**src/design/sov_consts.svh**
```systemverilog
// constants of the spindle overload supervisor and parameter-mode logic
// assumes one 250 MHz core clock and a power-on style asynchronous reset
`ifndef SOV_CONSTS_SVH
`define SOV_CONSTS_SVH

// timebase
`define SOV_CLK_PERIOD_NS 4
`define SOV_MS_NS 1000000
`define SOV_MS_PER_S 1000

// overload levels and allowed times
`define SOV_OVL_MIN_LEDS 3'h4
`define SOV_LVL5_LEDS 3'h5
`define SOV_LVL6_LEDS 3'h6
`define SOV_LIM4_S 30
`define SOV_LIM5_S 10
`define SOV_LIM6_S 5

// power-up hold, buzzer, blink and pattern timing
`define SOV_HOLD_S 3
`define SOV_BEEP_MS 100
`define SOV_BEEP_COUNT 3
`define SOV_BLINK_MS 250
`define SOV_PAT_BIT_MS 10
`define SOV_PAT_LAST_BIT 4'h9

// speed cap with air check overridden, rpm
`define SOV_AIR_CAP_RPM 16'h7530

// display codes
`define SOV_CODE_NONE 8'h00
`define SOV_CODE_A3 8'hA3
`define SOV_CODE_E8 8'hE8
`define SOV_CODE_DMG 8'hEF

// register byte addresses
`define SOV_A_CFG 8'h00
`define SOV_A_FIX1 8'h04
`define SOV_A_FIX2 8'h08
`define SOV_A_MAX1 8'h0C
`define SOV_A_MAX2 8'h10
`define SOV_A_STAT 8'h14

// configuration fields
`define SOV_CFG_ERR_INV 0
`define SOV_CFG_PAT 1
`define SOV_CFG_PANEL_ADJ 2
`define SOV_CFG_DIR_EN 3
`define SOV_CFG_AIR_OVR 4
`define SOV_CFG_RUN_POL 5
`define SOV_CFG_SRC_LO 6
`define SOV_CFG_SRC_HI 7
`define SOV_LIM_EN 16
`define SOV_CFG_RESET 8'h00
`define SOV_LIM_RESET 17'h00000

`endif

```
**src/design/sov_pkg.sv**
```systemverilog
// types of the spindle overload supervisor and parameter-mode logic
// assumes sov_consts.svh for all numeric constants except the state and source encodings
package sov_pkg;
	typedef logic [2:0] sov_lvl_t;
	typedef logic [15:0] sov_speed_t;
	typedef logic [7:0] sov_code_t;

	// power-up sequence, gray along check-hold-beep-wait-param
	typedef enum logic [2:0] {
		PU_CHECK = 3'h0,
		PU_HOLD = 3'h1,
		PU_BEEP = 3'h3,
		PU_WAIT_REL = 3'h2,
		PU_PARAM = 3'h6,
		PU_NORMAL = 3'h4
	} sov_pu_e;

	typedef enum logic [1:0] {
		SRC_ANALOG = 2'h0,
		SRC_PULSE = 2'h1,
		SRC_POINT = 2'h2
	} sov_src_e;
endpackage

```
**src/design/sov_top.sv**
```systemverilog
// spindle overload supervisor, error handling and power-up parameter mode
// assumes synchronous inputs, register port writes only take in parameter mode
//
// Summary of operation
// four or more lit load segments is overload; warning indicator blinks meanwhile.
// overload shows warning code A3 on the speed display.
// overload drives the external warning output active.
// four segments may last at most thirty seconds before fault.
// five segments may last at most ten seconds before fault.
// six segments may last at most five seconds before fault.
// on timeout the motor stops and the error indicator lights.
// overload fault shows E8 and drives the error output active.
// setting, off by default, inverts the error output line.
// internal damage fault latches forever, ignoring every release request.
// parameter mode refuses every motor start and stop command.
// parameter mode is left only by a power cycle.
// parameter mode needs reset button held at power-on for three seconds.
// after the hold, beep three times; parameter mode starts on release.
// option, off by default, sends active code as patterned output signal.
// setting, off by default, allows panel speed adjust in automatic mode.
// per motor, optional fixed and maximum speed, both disabled by default.
// air check override allows start without air, caps speed 30000 rpm.
// automatic speed from analog, pulse count or speed point inputs.
// with direction option on, direction input with start means reverse.
// run output active while rotating by default, or while stopped.
// automatic mode clears error on release input off, on, off.
// load below four segments restarts overload timing and clears warning.
`include "sov_consts.svh"

module sov_top #(
	parameter int unsigned TICK_CYCLES = `SOV_MS_NS / `SOV_CLK_PERIOD_NS
) (
	// clock and reset
	input wire logic CORE_CLK,
	input wire logic ARST_N,
	// register port
	input wire logic [7:0] ADDR,
	input wire logic [31:0] WDATA,
	input wire logic WR,
	input wire logic RD,
	output logic [31:0] RDATA,
	// panel and machine inputs
	input wire sov_pkg::sov_lvl_t LOAD_LEDS,
	input wire logic PANEL_RESET_BTN,
	input wire logic PANEL_START,
	input wire logic AUTO_MODE,
	input wire logic START_CMD,
	input wire logic DIR_IN,
	input wire logic ERR_RELEASE,
	input wire logic INT_DAMAGE,
	input wire logic AIR_OK,
	input wire logic MOTOR_TURNING,
	input wire logic MOTOR_SEL,
	// speed sources
	input wire sov_pkg::sov_speed_t ANALOG_SPEED,
	input wire sov_pkg::sov_speed_t PULSE_SPEED,
	input wire sov_pkg::sov_speed_t POINT_SPEED,
	input wire sov_pkg::sov_speed_t PANEL_SPEED,
	// motor drive
	output logic MOTOR_EN,
	output logic MOTOR_REV,
	output sov_pkg::sov_speed_t SPEED_CMD,
	// indicators and external outputs
	output logic WARN_LED,
	output logic ERR_LED,
	output sov_pkg::sov_code_t DISP_CODE,
	output logic WARN_OUT,
	output logic ERR_OUT,
	output logic RUN_OUT,
	output logic BUZZER,
	output logic PARAM_MODE
);
	import sov_pkg::*;

	localparam logic [17:0] TICK_LAST = 18'(TICK_CYCLES - 1);
	localparam logic [15:0] HOLD_MS = 16'(`SOV_HOLD_S * `SOV_MS_PER_S);
	localparam logic [15:0] LIM4_MS = 16'(`SOV_LIM4_S * `SOV_MS_PER_S);
	localparam logic [15:0] LIM5_MS = 16'(`SOV_LIM5_S * `SOV_MS_PER_S);
	localparam logic [15:0] LIM6_MS = 16'(`SOV_LIM6_S * `SOV_MS_PER_S);
	localparam logic [15:0] BEEP_MS = 16'(`SOV_BEEP_MS);
	localparam logic [15:0] BLINK_MS = 16'(`SOV_BLINK_MS);
	localparam logic [15:0] PAT_MS = 16'(`SOV_PAT_BIT_MS);
	localparam logic [2:0] BEEP_LAST = 3'(2 * `SOV_BEEP_COUNT - 1);

	logic [17:0] tick_cnt_ff;
	logic tick_ff;
	sov_pu_e pu_ff, nxt_pu;
	logic [15:0] pu_ms_ff;
	logic [2:0] beep_ph_ff;
	logic phase_done;
	logic [7:0] cfg_ff;
	logic [16:0] fix_ff [2];
	logic [16:0] max_ff [2];
	sov_lvl_t lvl_ff;
	logic ovl_ff;
	logic [15:0] ovl_ms_ff;
	logic [15:0] lim_ms;
	logic timeout;
	logic ovl_err_ff, dmg_ff, err_any;
	logic rel_prev_ff, rel_arm_ff, btn_prev_ff, release_req;
	logic [15:0] blink_ms_ff;
	logic blink_ff;
	logic [15:0] pat_ms_ff;
	logic [3:0] pat_idx_ff;
	sov_code_t cur_code;
	logic [9:0] pat_frame;
	logic pat_bit, wr_ok, start_req;
	sov_speed_t src_speed, lim_speed;
	logic [16:0] sel_fix, sel_max;
	logic motor_en_ff, motor_rev_ff, warn_led_ff, err_led_ff, warn_out_ff;
	logic err_out_ff, run_out_ff, buzzer_ff;
	sov_speed_t speed_ff;
	sov_code_t disp_ff;
	logic [31:0] rdata_ff;
	logic param_ff;

	// millisecond timebase
	always_ff @(posedge CORE_CLK or negedge ARST_N) begin
		if (!ARST_N) begin
			tick_cnt_ff <= 18'h00000;
			tick_ff <= 1'b0;
		end else begin
			tick_ff <= (tick_cnt_ff == TICK_LAST);
			tick_cnt_ff <= (tick_cnt_ff == TICK_LAST) ? 18'h00000 : tick_cnt_ff + 18'h00001;
		end
	end

	// power-up sequence
	assign phase_done = (pu_ff == PU_BEEP) && tick_ff && (pu_ms_ff == BEEP_MS - 16'h0001);

	always_comb begin
		nxt_pu = pu_ff;
		case (pu_ff)
			// held at power-on
			PU_CHECK: nxt_pu = PANEL_RESET_BTN ? PU_HOLD : PU_NORMAL;
			// three second hold
			PU_HOLD: begin
				if (!PANEL_RESET_BTN)
					nxt_pu = PU_NORMAL;
				else if (tick_ff && pu_ms_ff >= HOLD_MS - 16'h0001)
					nxt_pu = PU_BEEP;
			end
			// three beeps
			PU_BEEP: begin
				if (phase_done && beep_ph_ff == BEEP_LAST)
					nxt_pu = PU_WAIT_REL;
			end
			// begin on release
			PU_WAIT_REL: begin
				if (!PANEL_RESET_BTN)
					nxt_pu = PU_PARAM;
			end
			// only power cycle leaves
			PU_PARAM: nxt_pu = PU_PARAM;
			PU_NORMAL: nxt_pu = PU_NORMAL;
			default: nxt_pu = PU_CHECK;
		endcase
	end

	always_ff @(posedge CORE_CLK or negedge ARST_N) begin
		if (!ARST_N) begin
			pu_ff <= PU_CHECK;
			pu_ms_ff <= 16'h0000;
			beep_ph_ff <= 3'h0;
			buzzer_ff <= 1'b0;
			param_ff <= 1'b0;
		end else begin
			pu_ff <= nxt_pu;
			// flag tracks the state register
			param_ff <= (nxt_pu == PU_PARAM);
			if (pu_ff != nxt_pu || phase_done)
				pu_ms_ff <= 16'h0000;
			else if (tick_ff)
				pu_ms_ff <= pu_ms_ff + 16'h0001;
			if (phase_done)
				beep_ph_ff <= beep_ph_ff + 3'h1;
			// buzzer on even phases
			buzzer_ff <= (nxt_pu == PU_BEEP) && !beep_ph_ff[0] && !phase_done;
		end
	end

	// parameter registers, writable only in parameter mode
	assign wr_ok = WR && (pu_ff == PU_PARAM);

	always_ff @(posedge CORE_CLK or negedge ARST_N) begin
		if (!ARST_N) begin
			// limits disabled by default
			cfg_ff <= `SOV_CFG_RESET;
			fix_ff[0] <= `SOV_LIM_RESET;
			fix_ff[1] <= `SOV_LIM_RESET;
			max_ff[0] <= `SOV_LIM_RESET;
			max_ff[1] <= `SOV_LIM_RESET;
		end else if (wr_ok) begin
			case (ADDR)
				`SOV_A_CFG: cfg_ff <= WDATA[7:0];
				`SOV_A_FIX1: fix_ff[0] <= WDATA[16:0];
				`SOV_A_FIX2: fix_ff[1] <= WDATA[16:0];
				`SOV_A_MAX1: max_ff[0] <= WDATA[16:0];
				`SOV_A_MAX2: max_ff[1] <= WDATA[16:0];
				default: cfg_ff <= cfg_ff;
			endcase
		end
	end

	always_ff @(posedge CORE_CLK or negedge ARST_N) begin
		if (!ARST_N)
			rdata_ff <= 32'h00000000;
		else if (RD) begin
			case (ADDR)
				`SOV_A_CFG: rdata_ff <= {24'h000000, cfg_ff};
				`SOV_A_FIX1: rdata_ff <= {15'h0000, fix_ff[0]};
				`SOV_A_FIX2: rdata_ff <= {15'h0000, fix_ff[1]};
				`SOV_A_MAX1: rdata_ff <= {15'h0000, max_ff[0]};
				`SOV_A_MAX2: rdata_ff <= {15'h0000, max_ff[1]};
				`SOV_A_STAT: rdata_ff <= {12'h000, disp_ff, 1'b0, lvl_ff, 1'b0, pu_ff,
					dmg_ff, ovl_err_ff, ovl_ff, (pu_ff == PU_PARAM)};
				default: rdata_ff <= 32'h00000000;
			endcase
		end else
			rdata_ff <= 32'h00000000;
	end

	// load level and overload timing
	always_comb begin
		if (lvl_ff >= `SOV_LVL6_LEDS)
			lim_ms = LIM6_MS;
		else if (lvl_ff == `SOV_LVL5_LEDS)
			lim_ms = LIM5_MS;
		else
			lim_ms = LIM4_MS;
	end

	// level-dependent limit
	assign timeout = ovl_ff && (ovl_ms_ff >= lim_ms);

	always_ff @(posedge CORE_CLK or negedge ARST_N) begin
		if (!ARST_N) begin
			lvl_ff <= 3'h0;
			ovl_ff <= 1'b0;
			ovl_ms_ff <= 16'h0000;
		end else begin
			lvl_ff <= LOAD_LEDS;
			// four or more segments
			ovl_ff <= (LOAD_LEDS >= `SOV_OVL_MIN_LEDS);
			// restart below four
			if (!ovl_ff)
				ovl_ms_ff <= 16'h0000;
			else if (tick_ff && !timeout)
				ovl_ms_ff <= ovl_ms_ff + 16'h0001;
		end
	end

	// error release requests
	always_ff @(posedge CORE_CLK or negedge ARST_N) begin
		if (!ARST_N) begin
			rel_prev_ff <= 1'b0;
			rel_arm_ff <= 1'b0;
			btn_prev_ff <= 1'b0;
		end else begin
			rel_prev_ff <= ERR_RELEASE;
			btn_prev_ff <= PANEL_RESET_BTN;
			// off then on arms
			if (!AUTO_MODE || !ERR_RELEASE)
				rel_arm_ff <= 1'b0;
			else if (!rel_prev_ff)
				rel_arm_ff <= 1'b1;
		end
	end

	// final off releases
	assign release_req = (pu_ff == PU_NORMAL) &&
		(AUTO_MODE ? (rel_arm_ff && !ERR_RELEASE) : (PANEL_RESET_BTN && !btn_prev_ff));

	always_ff @(posedge CORE_CLK or negedge ARST_N) begin
		if (!ARST_N) begin
			ovl_err_ff <= 1'b0;
			dmg_ff <= 1'b0;
		end else begin
			// timeout sets fault, set wins
			if (timeout)
				ovl_err_ff <= 1'b1;
			else if (release_req)
				ovl_err_ff <= 1'b0;
			// permanent latch
			if (INT_DAMAGE)
				dmg_ff <= 1'b1;
		end
	end

	assign err_any = ovl_err_ff || dmg_ff;

	// warning blink
	always_ff @(posedge CORE_CLK or negedge ARST_N) begin
		if (!ARST_N) begin
			blink_ms_ff <= 16'h0000;
			blink_ff <= 1'b0;
		end else if (!ovl_ff) begin
			blink_ms_ff <= 16'h0000;
			blink_ff <= 1'b1;
		end else if (tick_ff) begin
			if (blink_ms_ff == BLINK_MS - 16'h0001) begin
				blink_ms_ff <= 16'h0000;
				blink_ff <= !blink_ff;
			end else
				blink_ms_ff <= blink_ms_ff + 16'h0001;
		end
	end

	// display code, damage first
	always_comb begin
		if (dmg_ff)
			cur_code = `SOV_CODE_DMG;
		else if (ovl_err_ff)
			cur_code = `SOV_CODE_E8;
		else if (ovl_ff)
			cur_code = `SOV_CODE_A3;
		else
			cur_code = `SOV_CODE_NONE;
	end

	// pattern frame: start one, code msb first, stop zero
	assign pat_frame = {1'b1, cur_code, 1'b0};
	assign pat_bit = pat_frame[4'(`SOV_PAT_LAST_BIT - pat_idx_ff)];

	always_ff @(posedge CORE_CLK or negedge ARST_N) begin
		if (!ARST_N) begin
			pat_ms_ff <= 16'h0000;
			pat_idx_ff <= 4'h0;
		end else if (!cfg_ff[`SOV_CFG_PAT] || cur_code == `SOV_CODE_NONE) begin
			pat_ms_ff <= 16'h0000;
			pat_idx_ff <= 4'h0;
		end else if (tick_ff) begin
			if (pat_ms_ff == PAT_MS - 16'h0001) begin
				pat_ms_ff <= 16'h0000;
				pat_idx_ff <= (pat_idx_ff == `SOV_PAT_LAST_BIT) ? 4'h0 : pat_idx_ff + 4'h1;
			end else
				pat_ms_ff <= pat_ms_ff + 16'h0001;
		end
	end

	// indicators and external lines
	always_ff @(posedge CORE_CLK or negedge ARST_N) begin
		if (!ARST_N) begin
			warn_led_ff <= 1'b0;
			err_led_ff <= 1'b0;
			disp_ff <= `SOV_CODE_NONE;
			warn_out_ff <= 1'b0;
			err_out_ff <= 1'b0;
			run_out_ff <= 1'b0;
		end else begin
			// blink while overloaded
			warn_led_ff <= ovl_ff && blink_ff;
			// error indicator
			err_led_ff <= err_any;
			// display code
			disp_ff <= cur_code;
			if (cfg_ff[`SOV_CFG_PAT]) begin
				// patterned code
				err_out_ff <= err_any && pat_bit;
				warn_out_ff <= !err_any && ovl_ff && pat_bit;
			end else begin
				// error line polarity
				err_out_ff <= err_any ^ cfg_ff[`SOV_CFG_ERR_INV];
				// warning line
				warn_out_ff <= ovl_ff;
			end
			// run output polarity
			run_out_ff <= MOTOR_TURNING ^ cfg_ff[`SOV_CFG_RUN_POL];
		end
	end

	// speed selection and limits
	assign sel_fix = fix_ff[MOTOR_SEL];
	assign sel_max = max_ff[MOTOR_SEL];

	always_comb begin
		// speed source
		if (!AUTO_MODE || cfg_ff[`SOV_CFG_PANEL_ADJ])
			src_speed = PANEL_SPEED;
		else begin
			case (sov_src_e'(cfg_ff[`SOV_CFG_SRC_HI:`SOV_CFG_SRC_LO]))
				SRC_ANALOG: src_speed = ANALOG_SPEED;
				SRC_PULSE: src_speed = PULSE_SPEED;
				SRC_POINT: src_speed = POINT_SPEED;
				default: src_speed = ANALOG_SPEED;
			endcase
		end
		// fixed then maximum
		lim_speed = sel_fix[`SOV_LIM_EN] ? sel_fix[15:0] : src_speed;
		if (sel_max[`SOV_LIM_EN] && lim_speed > sel_max[15:0])
			lim_speed = sel_max[15:0];
		// cap without air check
		if (cfg_ff[`SOV_CFG_AIR_OVR] && lim_speed > `SOV_AIR_CAP_RPM)
			lim_speed = `SOV_AIR_CAP_RPM;
	end

	assign start_req = AUTO_MODE ? START_CMD : PANEL_START;

	always_ff @(posedge CORE_CLK or negedge ARST_N) begin
		if (!ARST_N) begin
			motor_en_ff <= 1'b0;
			motor_rev_ff <= 1'b0;
			speed_ff <= 16'h0000;
		end else begin
			// start gating
			motor_en_ff <= (pu_ff == PU_NORMAL) && start_req && !err_any && !timeout &&
				(AIR_OK || cfg_ff[`SOV_CFG_AIR_OVR]);
			// reverse with start
			motor_rev_ff <= (pu_ff == PU_NORMAL) && AUTO_MODE && cfg_ff[`SOV_CFG_DIR_EN] &&
				DIR_IN && START_CMD;
			speed_ff <= lim_speed;
		end
	end

	assign RDATA = rdata_ff;
	assign MOTOR_EN = motor_en_ff;
	assign MOTOR_REV = motor_rev_ff;
	assign SPEED_CMD = speed_ff;
	assign WARN_LED = warn_led_ff;
	assign ERR_LED = err_led_ff;
	assign DISP_CODE = disp_ff;
	assign WARN_OUT = warn_out_ff;
	assign ERR_OUT = err_out_ff;
	assign RUN_OUT = run_out_ff;
	assign BUZZER = buzzer_ff;
	assign PARAM_MODE = param_ff;

	// checks
	property p_warn_code;
		@(posedge CORE_CLK) disable iff (!ARST_N)
		(ovl_ff && !err_any) |=> (DISP_CODE == `SOV_CODE_A3);
	endproperty
	a_warn_code: assert property (p_warn_code) else $error("A3 not shown");

	property p_warn_line;
		@(posedge CORE_CLK) disable iff (!ARST_N)
		(ovl_ff && !cfg_ff[`SOV_CFG_PAT]) |=> WARN_OUT;
	endproperty
	a_warn_line: assert property (p_warn_line) else $error("warning line idle");

	property p_lim4;
		@(posedge CORE_CLK) disable iff (!ARST_N)
		(ovl_ff && lvl_ff == `SOV_OVL_MIN_LEDS && ovl_ms_ff >= LIM4_MS) |=> ovl_err_ff;
	endproperty
	a_lim4: assert property (p_lim4) else $error("four level fault late");

	property p_lim5;
		@(posedge CORE_CLK) disable iff (!ARST_N)
		(ovl_ff && lvl_ff == `SOV_LVL5_LEDS && ovl_ms_ff >= LIM5_MS) |=> ovl_err_ff;
	endproperty
	a_lim5: assert property (p_lim5) else $error("five level fault late");

	property p_lim6;
		@(posedge CORE_CLK) disable iff (!ARST_N)
		(ovl_ff && lvl_ff >= `SOV_LVL6_LEDS && ovl_ms_ff >= LIM6_MS) |=> ovl_err_ff;
	endproperty
	a_lim6: assert property (p_lim6) else $error("six level fault late");

	property p_stop;
		@(posedge CORE_CLK) disable iff (!ARST_N)
		err_any |=> (!MOTOR_EN && ERR_LED);
	endproperty
	a_stop: assert property (p_stop) else $error("motor runs in error");

	property p_e8;
		@(posedge CORE_CLK) disable iff (!ARST_N)
		(ovl_err_ff && !dmg_ff) |=> (DISP_CODE == `SOV_CODE_E8);
	endproperty
	a_e8: assert property (p_e8) else $error("E8 not shown");

	property p_err_pol;
		@(posedge CORE_CLK) disable iff (!ARST_N)
		!cfg_ff[`SOV_CFG_PAT] |=> (ERR_OUT == ($past(err_any) ^ $past(cfg_ff[0])));
	endproperty
	a_err_pol: assert property (p_err_pol) else $error("error line polarity");

	property p_dmg_latch;
		@(posedge CORE_CLK) disable iff (!ARST_N)
		dmg_ff |=> dmg_ff [*4];
	endproperty
	a_dmg_latch: assert property (p_dmg_latch) else $error("damage fault cleared");

	property p_param_stop;
		@(posedge CORE_CLK) disable iff (!ARST_N)
		PARAM_MODE |=> (!MOTOR_EN && PARAM_MODE);
	endproperty
	a_param_stop: assert property (p_param_stop) else $error("param mode leak");

	property p_air_cap;
		@(posedge CORE_CLK) disable iff (!ARST_N)
		cfg_ff[`SOV_CFG_AIR_OVR] |=> (SPEED_CMD <= `SOV_AIR_CAP_RPM);
	endproperty
	a_air_cap: assert property (p_air_cap) else $error("air cap exceeded");

	property p_run_pol;
		@(posedge CORE_CLK) disable iff (!ARST_N)
		$changed(MOTOR_TURNING) |=> (RUN_OUT == (MOTOR_TURNING ^ cfg_ff[`SOV_CFG_RUN_POL]));
	endproperty
	a_run_pol: assert property (p_run_pol) else $error("run output wrong");

	property p_restart;
		@(posedge CORE_CLK) disable iff (!ARST_N)
		!ovl_ff |=> (ovl_ms_ff == 16'h0000 && !WARN_LED);
	endproperty
	a_restart: assert property (p_restart) else $error("overload timer kept");
endmodule

```
**config.mk**
```make
export PLATFORM = sky130hd
export DESIGN_NAME = sov_top
export DESIGN_NICKNAME = d
export VERILOG_FILES = /design/src/design/sov_pkg.sv /design/src/design/sov_top.sv
export VERILOG_INCLUDE_DIRS = /design/src /design/src/design
export SDC_FILE = /design/constraint.sdc
export NUM_CORES = 1
export LEC_CHECK = 0
export BUFFER_PORTS_ARGS = -buffer_cell sky130_fd_sc_hd__buf_2
export CORE_UTILIZATION = 46
export DETAILED_ROUTE_END_ITERATION = 12
export PLACE_DENSITY_LB_ADDON = 0.25
export SETUP_SLACK_MARGIN = 0.1
export SYNTH_ARGS = -nofsm -noshare
export SYNTH_HDL_FRONTEND = slang
export SYNTH_SLANG_ARGS = --single-unit
```
**constraint.sdc**
```tcl
create_clock -name CORE_CLK -period 4.5 [get_ports CORE_CLK]
set_clock_uncertainty 0.15 [all_clocks]
set_input_delay 0 -clock CORE_CLK [delete_from_list [all_inputs] [get_ports CORE_CLK]]
set_output_delay 0 -clock CORE_CLK [all_outputs]
set_load 0.01 [all_outputs]
```
==> flow_summary_export.csv, run 1 <==
group,metric,value,unit
synthesis,synthSimpleGateAreaFrac,0.155,
synthesis,yosysUniqueCellTypes,68,
placed_design,hpwl,21.7,mm
global_route,antenna_found_initial,1,
timing,rsz0062_at_grt,"false",
power_and_ir_drop,peakVddDrop,0.000365,V
synthesis,synthXorXnorAreaFrac,0.0345,
cells_and_area,n_fill_cell,2235,
drt,drt_pre_antenna_iters,7,
synthesis,synthAdderAreaFrac,0.0419,
drt,detail-route-antenna-nets,0,
synthesis,ys_seq_area_frac,0.464,
power_and_ir_drop,power_leakage,7.14,nW
critical_path,crit_required,4.75,ns
critical_path,cp_top_family,"compound AO/OA/AOI/OAI gates",
timing,tns,0,ns
critical_path,path_cells,"inv_1, ha_4, buf_12, a221oi_2, nor3_1, a211oi_1, a21oi_1, ha_1, nand2_1, or4b_4, o31a_1, a211oi_2, a31oi_1, o41a_1, a211o_1",
cells_and_area,area_growth,22.2,%
floorplanning,num_io_pins,186,
cts,htree_num_levels,1,
critical_path,slowest_delay,0.55,ns
floorplanning,std_cell_rows,59,
flow_run,max-cap-violations,0,
synthesis,synth-async-reset-ratio,1.00,
critical_path,critical_path.slowest_cell,"o41a_1",
cts,cts_root_buffer,"clkbuf_16",
power_and_ir_drop,power_density,304,nW/um^2
floorplanning,die_w,165,um
cts,cts_buffers,25,
synthesis,synth_warnings,0,
critical_path,timing.rr.end,"SPEED_CMD[4]",
global_route,grt_pass1_vias,9588,
placed_design,placed_area,13300,sq um
floorplanning,die_h,165,um
timing,setup_violations,0,
global_route,grt-ovfl-total,0,
outcome,violations,"hold timing",
cts,clockBufferDepth,3,
critical_path,r2r.worst_path.cells,15,
outcome,status,"complete, but fails checks",
floorplanning,initial_core_util,0.469,
timing,timing.final.crit_share,0.939,
critical_path,crit_path_end_kind,"flop",
cells_and_area,design_area,14900,sq um
cts,clock-sinks,226,
synthesis,muxShareOfSynthArea,0.129,
synthesis,synth_top_family_by_area,"simple AND/OR/NAND/NOR gates",
cells_and_area,final_common_cell,"dfrtp_1",
timing,slew_headroom,0.331,
critical_path,cp.arrival,4.47,ns
cells_and_area,final_cell_mix,"225 x dfrtp_1, 156 x buf_2, 121 x nor2_1",
global_route,grt_usage,0.232,
drt,drc,0,
timing,report.final.slew_viol_count,0,
cts,tritoncts,"done",
synthesis,syn_inst,1186,
floorplanning,core-area,26000,sq um
drt,vias,9904,
synthesis,syn_area_per_cell,10.3,sq um
timing,tightest_slew,1.00,ns
critical_path,path_buf_inv,2,
timing,holdWs,-0.00221,ns
global_route,grt_pass1_wl,49.9,mm
placed_design,gp_congestion,0.900,
global_route,grt_max_degree,125,
cells_and_area,layout-drive-gt1-share,0.250,
placed_design,io_buffer_count,157,
synthesis,synth_compound_area_frac,0.132,
drt,vias_per_cell,5.67,
critical_path,r2r_setup_slack,0.27,ns
cts,clock_latency,0.52,ns
cells_and_area,fin_nets,1554,
drt,wirelength,31.2,mm
synthesis,ys_ff_latch,226,
timing,final_hold_viol_count,6,
critical_path,crit_start,"cfg_ff[6]",
drt,drt_iter0_drc,770,
critical_path,timing.rr.start,"cfg_ff[6]",
cts,path_clk_slew,0.06,ns
min_path,hp-class,"in2async",
floorplanning,die_area,27100,sq um
synthesis,synthesis.area,12200,sq um
critical_path,critical_path_class,"reg2reg",
timing,period_minus_slack,4.23,ns
timing,max_freq,0.237,GHz
critical_path,worstPathMaxFanout,16,
synthesis,ys.flop_type,"dfrtp_1",
synthesis,synth_edf_count,0,
critical_path,startpoint_type,"flop",
drt,wire_per_inst,17.9,um
## metal layers
metal,GRT usage,part of all wire
met1,0.336,0.46
met2,0.362,0.45
met5,0,0
met3,0.0362,0.056
met4,0.0609,0.026
## report_power, final
group	internal, mW	leakage, nW	total, mW	switching (mW)
clock	1.30	0.417	2.12	0.817
combinational	0.154	3.68	0.349	0.196
sequential	2.05	3.05	2.06	0.0110
## state kept, by name (all words and copies together) (netlist names), 4 cells and up
signal / count
pat_ms_ff: 16
cfg_ff: 8
pat_idx_ff: 4
blink_ms_ff: 16
tick_cnt_ff: 18
ovl_ms_ff: 16
SPEED_CMD: 16
max_ff: 34
fix_ff: 34
RDATA: 19
pu_ms_ff: 16
## cell families (layout without fill, tap and decap cells)
family          after synthesis  after routing
mux                         136            136
compound gates              234            234
xor+xnor                     48             48
fa+ha+maj                    41             41
buf+inv                     116            328
simple gates                384            384
other cells                   1             14
flops                       226            226
## metrics by stage
stage                     instances  setup slack [ns]  power, mW   util
after global placement         1642             0.168       2.40  0.513
after detailed placement       1642             0.102       2.40  0.513
after global routing           1746            0.0993       4.69  0.573
after floorplan                1198             0.285       2.25      -
after CTS                      1738             0.180       4.56  0.566
final                          1746             0.273       4.53  0.573
## cells in the mapped netlist, drive strengths merged, types with 21 or more instances
cell type | number | area (sq um)
ha | 40 | 500
nand3 | 45 | 225
xnor2 | 22 | 193
nor3 | 21 | 105
nand4 | 22 | 138
o21ai | 51 | 255
a221oi | 31 | 272
inv | 40 | 150
a21oi | 49 | 245
nand2 | 78 | 293
clkbuf | 37 | 139
mux2i | 42 | 420
mux2 | 86 | 972
xor2 | 26 | 228
buf | 38 | 238
dfrtp | 226 | 5660
nor2 | 121 | 454
## layout make-up
class,instances,area [sq um],share of cell area
Multi-Input combinational cell,856,6170,0.415
Antenna cell,1,2.50,0.000168
Inverter,41,154,0.0103
Sequential cell,226,5660,0.380
Tap cell,335,419,0.0282
Timing Repair Buffer,243,1630,0.109
Clock inverter,11,165,0.0111
Clock buffer,33,686,0.0461
## what timing repair did
action	in CTS	in global routing
hold endpoints to repair	239	0
pin swaps	0	10
endpoints found under the setup margin	2	6
hold buffers	52	0
resized for setup	2	19
setup buffers	0	6
cloned	0	1
## worst max-delay path by stage
| stage | endpoint | slack (ns) | depth (start not counted) |
|---|---|---|---|
| after floorplan | SPEED_CMD[4] | 0.29 | 17 |
| after global placement | SPEED_CMD[5] | 0.17 | 14 |
| after detailed placement | SPEED_CMD[5] | 0.10 | 14 |
| after CTS | SPEED_CMD[5] | 0.18 | 16 |
| after global routing | SPEED_CMD[4] | 0.1 | 15 |
| final | SPEED_CMD[4] | 0.27 | 15 |
No activity file was read; power rests on OpenSTA's default activity.
==> run 2: changes to the inputs <==
REMOVE_ABC_BUFFERS = 1   (was unset)
==> flow_summary_export.csv, run 2 (synthesis results as in run 1) <==
group,metric,value,unit
cts,clock-sinks,226,
cells_and_area,design_area,14900,sq um
timing,max_freq,0.233,GHz
critical_path,crit_required,4.77,ns
placed_design,dp_slack,0.107,ns
timing,final_hold_viol_count,20,
critical_path,r2r.worst_path.cells,15,
timing,tightest_slew,1.01,ns
timing,slew_headroom,0.327,
timing,holdWs,-0.0172,ns
outcome,status,"complete, but fails checks",
min_path,hp-class,"in2async",
critical_path,crit_path_end_kind,"flop",
drt,vias_per_cell,5.64,
cells_and_area,final_core_utilization,0.574,
placed_design,hpwl,21.0,mm
critical_path,worstPathMaxFanout,32,
timing,worst_slack,0.202,ns
cells_and_area,fin_nets,1551,
placed_design,dpl.cell_count,1641,
cells_and_area,n_fill_cell,2245,
drt,drt_pre_antenna_iters,8,
power_and_ir_drop,power_density,317,nW/um^2
cts,path_clk_slew,0.06,ns
power_and_ir_drop,peakVddDrop,0.000309,V
global_route,grt_max_degree,121,
floorplanning,die_area,27100,sq um
timing,report.final.slew_viol_count,0,
cells_and_area,fin_cells,1746,
global_route,grt_usage,0.227,
cells_and_area,final_cell_mix,"225 x dfrtp_1, 156 x buf_2, 121 x nor2_1",
drt,drc,0,
floorplanning,initial_core_util,0.469,
global_route,grt_pass1_wl,48.7,mm
drt,drt_iter0_drc,719,
cells_and_area,layout-drive-gt1-share,0.251,
drt,vias,9856,
outcome,violations,"hold timing",
flow_run,max-cap-violations,0,
critical_path,startpoint_type,"flop",
floorplanning,die_w,165,um
timing,timing.final.crit_share,0.955,
critical_path,cp.arrival,4.56,ns
floorplanning,die_h,165,um
placed_design,io_buffer_count,157,
cts,clock_latency,0.54,ns
drt,detail-route-antenna-nets,0,
global_route,grt_pass1_vias,9332,
drt,wirelength,31.1,mm
floorplanning,std_cell_rows,59,
drt,wire_per_inst,17.8,um
cts,htree_num_levels,1,
global_route,antenna_found_initial,1,
cells_and_area,area_growth,22.5,%
cts,cts_buffers,26,
floorplanning,num_io_pins,186,
placed_design,placed_area,13300,sq um
cts,tritoncts,"done",
global_route,grt-ovfl-total,0,
cts,cts_root_buffer,"clkbuf_16",
timing,setup_violations,0,
cts,clockBufferDepth,3,
critical_path,critical_path_class,"reg2reg",
floorplanning,core-area,26000,sq um
power_and_ir_drop,power_leakage,7.15,nW
timing,period_minus_slack,4.30,ns
placed_design,gp_congestion,0.883,
cells_and_area,final_common_cell,"dfrtp_1",
[run 2: routing by layer]
metal / up-vias / global-route usage / wire length (um)
li1: 4675 / - / -
met1: 4840 / 0.313 / 13700
met2: 278 / 0.368 / 14800
met3: 63 / 0.0291 / 1610
met4: 0 / 0.0813 / 989
met5: - / 0 / 0
[run 2: through the flow]
stage,power (mW),setup TNS (ns),hold WS (ns)
2_1_floorplan,2.22,-0.192,-0.446
3_3_place_gp,2.39,0,-0.0383
3_5_place_dp,2.40,0,-0.0373
4_1_cts,4.76,0,0.00510
5_1_grt,4.88,-0.00430,0.0553
6_report,4.73,0,-0.0172
[run 2: area by class of cell]
class | count | area (sq um) | share of cell area
Clock buffer | 36 | 759 | 0.0509
Clock inverter | 12 | 191 | 0.0128
Antenna cell | 1 | 2.50 | 0.000168
Multi-Input combinational cell | 856 | 6170 | 0.414
Timing Repair Buffer | 239 | 1560 | 0.105
Inverter | 41 | 154 | 0.0103
Tap cell | 335 | 419 | 0.0281
Sequential cell | 226 | 5660 | 0.379
[run 2: report_power, final]
group / internal (mW) / total (mW) / switching [mW]
registers: 2.05 / 2.06 / 0.00978
clock network: 1.46 / 2.32 / 0.855
logic: 0.152 / 0.347 / 0.195
total: 3.67 / 4.73 / 1.06
[run 2: repair_timing]
action | 4_1_cts | 5_1_grt
hold buffers | 54 | 0
setup buffers | 0 | 2
hold endpoints to repair | 237 | 0
endpoints found under the setup margin | 2 | 6
pin swaps | 0 | 7
resized for setup | 2 | 21
[run 2: worst paths after layout]
| kind | startpoint | endpoint | slack [ns] |
|---|---|---|---|
| worst min register to register | rel_prev_ff | rel_arm_ff | 0.27 |
| worst max-delay path | cfg_ff[6] | SPEED_CMD[5] | 0.20 |
| worst min-delay path | ARST_N | ovl_ms_ff[4] | -0.02 |
| max in group asynchronous | ARST_N | fix_ff[31] | 3.00 |
| min in group CORE_CLK | ANALOG_SPEED[13] | SPEED_CMD[13] | 0.01 |
| worst max register to register | cfg_ff[6] | SPEED_CMD[5] | 0.20 |
[run 2: critical path, stage by stage (launching register included)]
cell      delay [ns]
dfrtp_2         0.44
inv_2           0.08
ha_4            0.21
buf_12          0.16
a221oi_1        0.23
nor3_1          0.08
a211oi_1        0.30
a21oi_2         0.09
ha_1            0.30
nand2_1         0.06
or4b_4          0.55
o31a_1          0.37
a211oi_2        0.23
a31oi_1         0.09
o41a_1          0.53
a211o_1         0.29
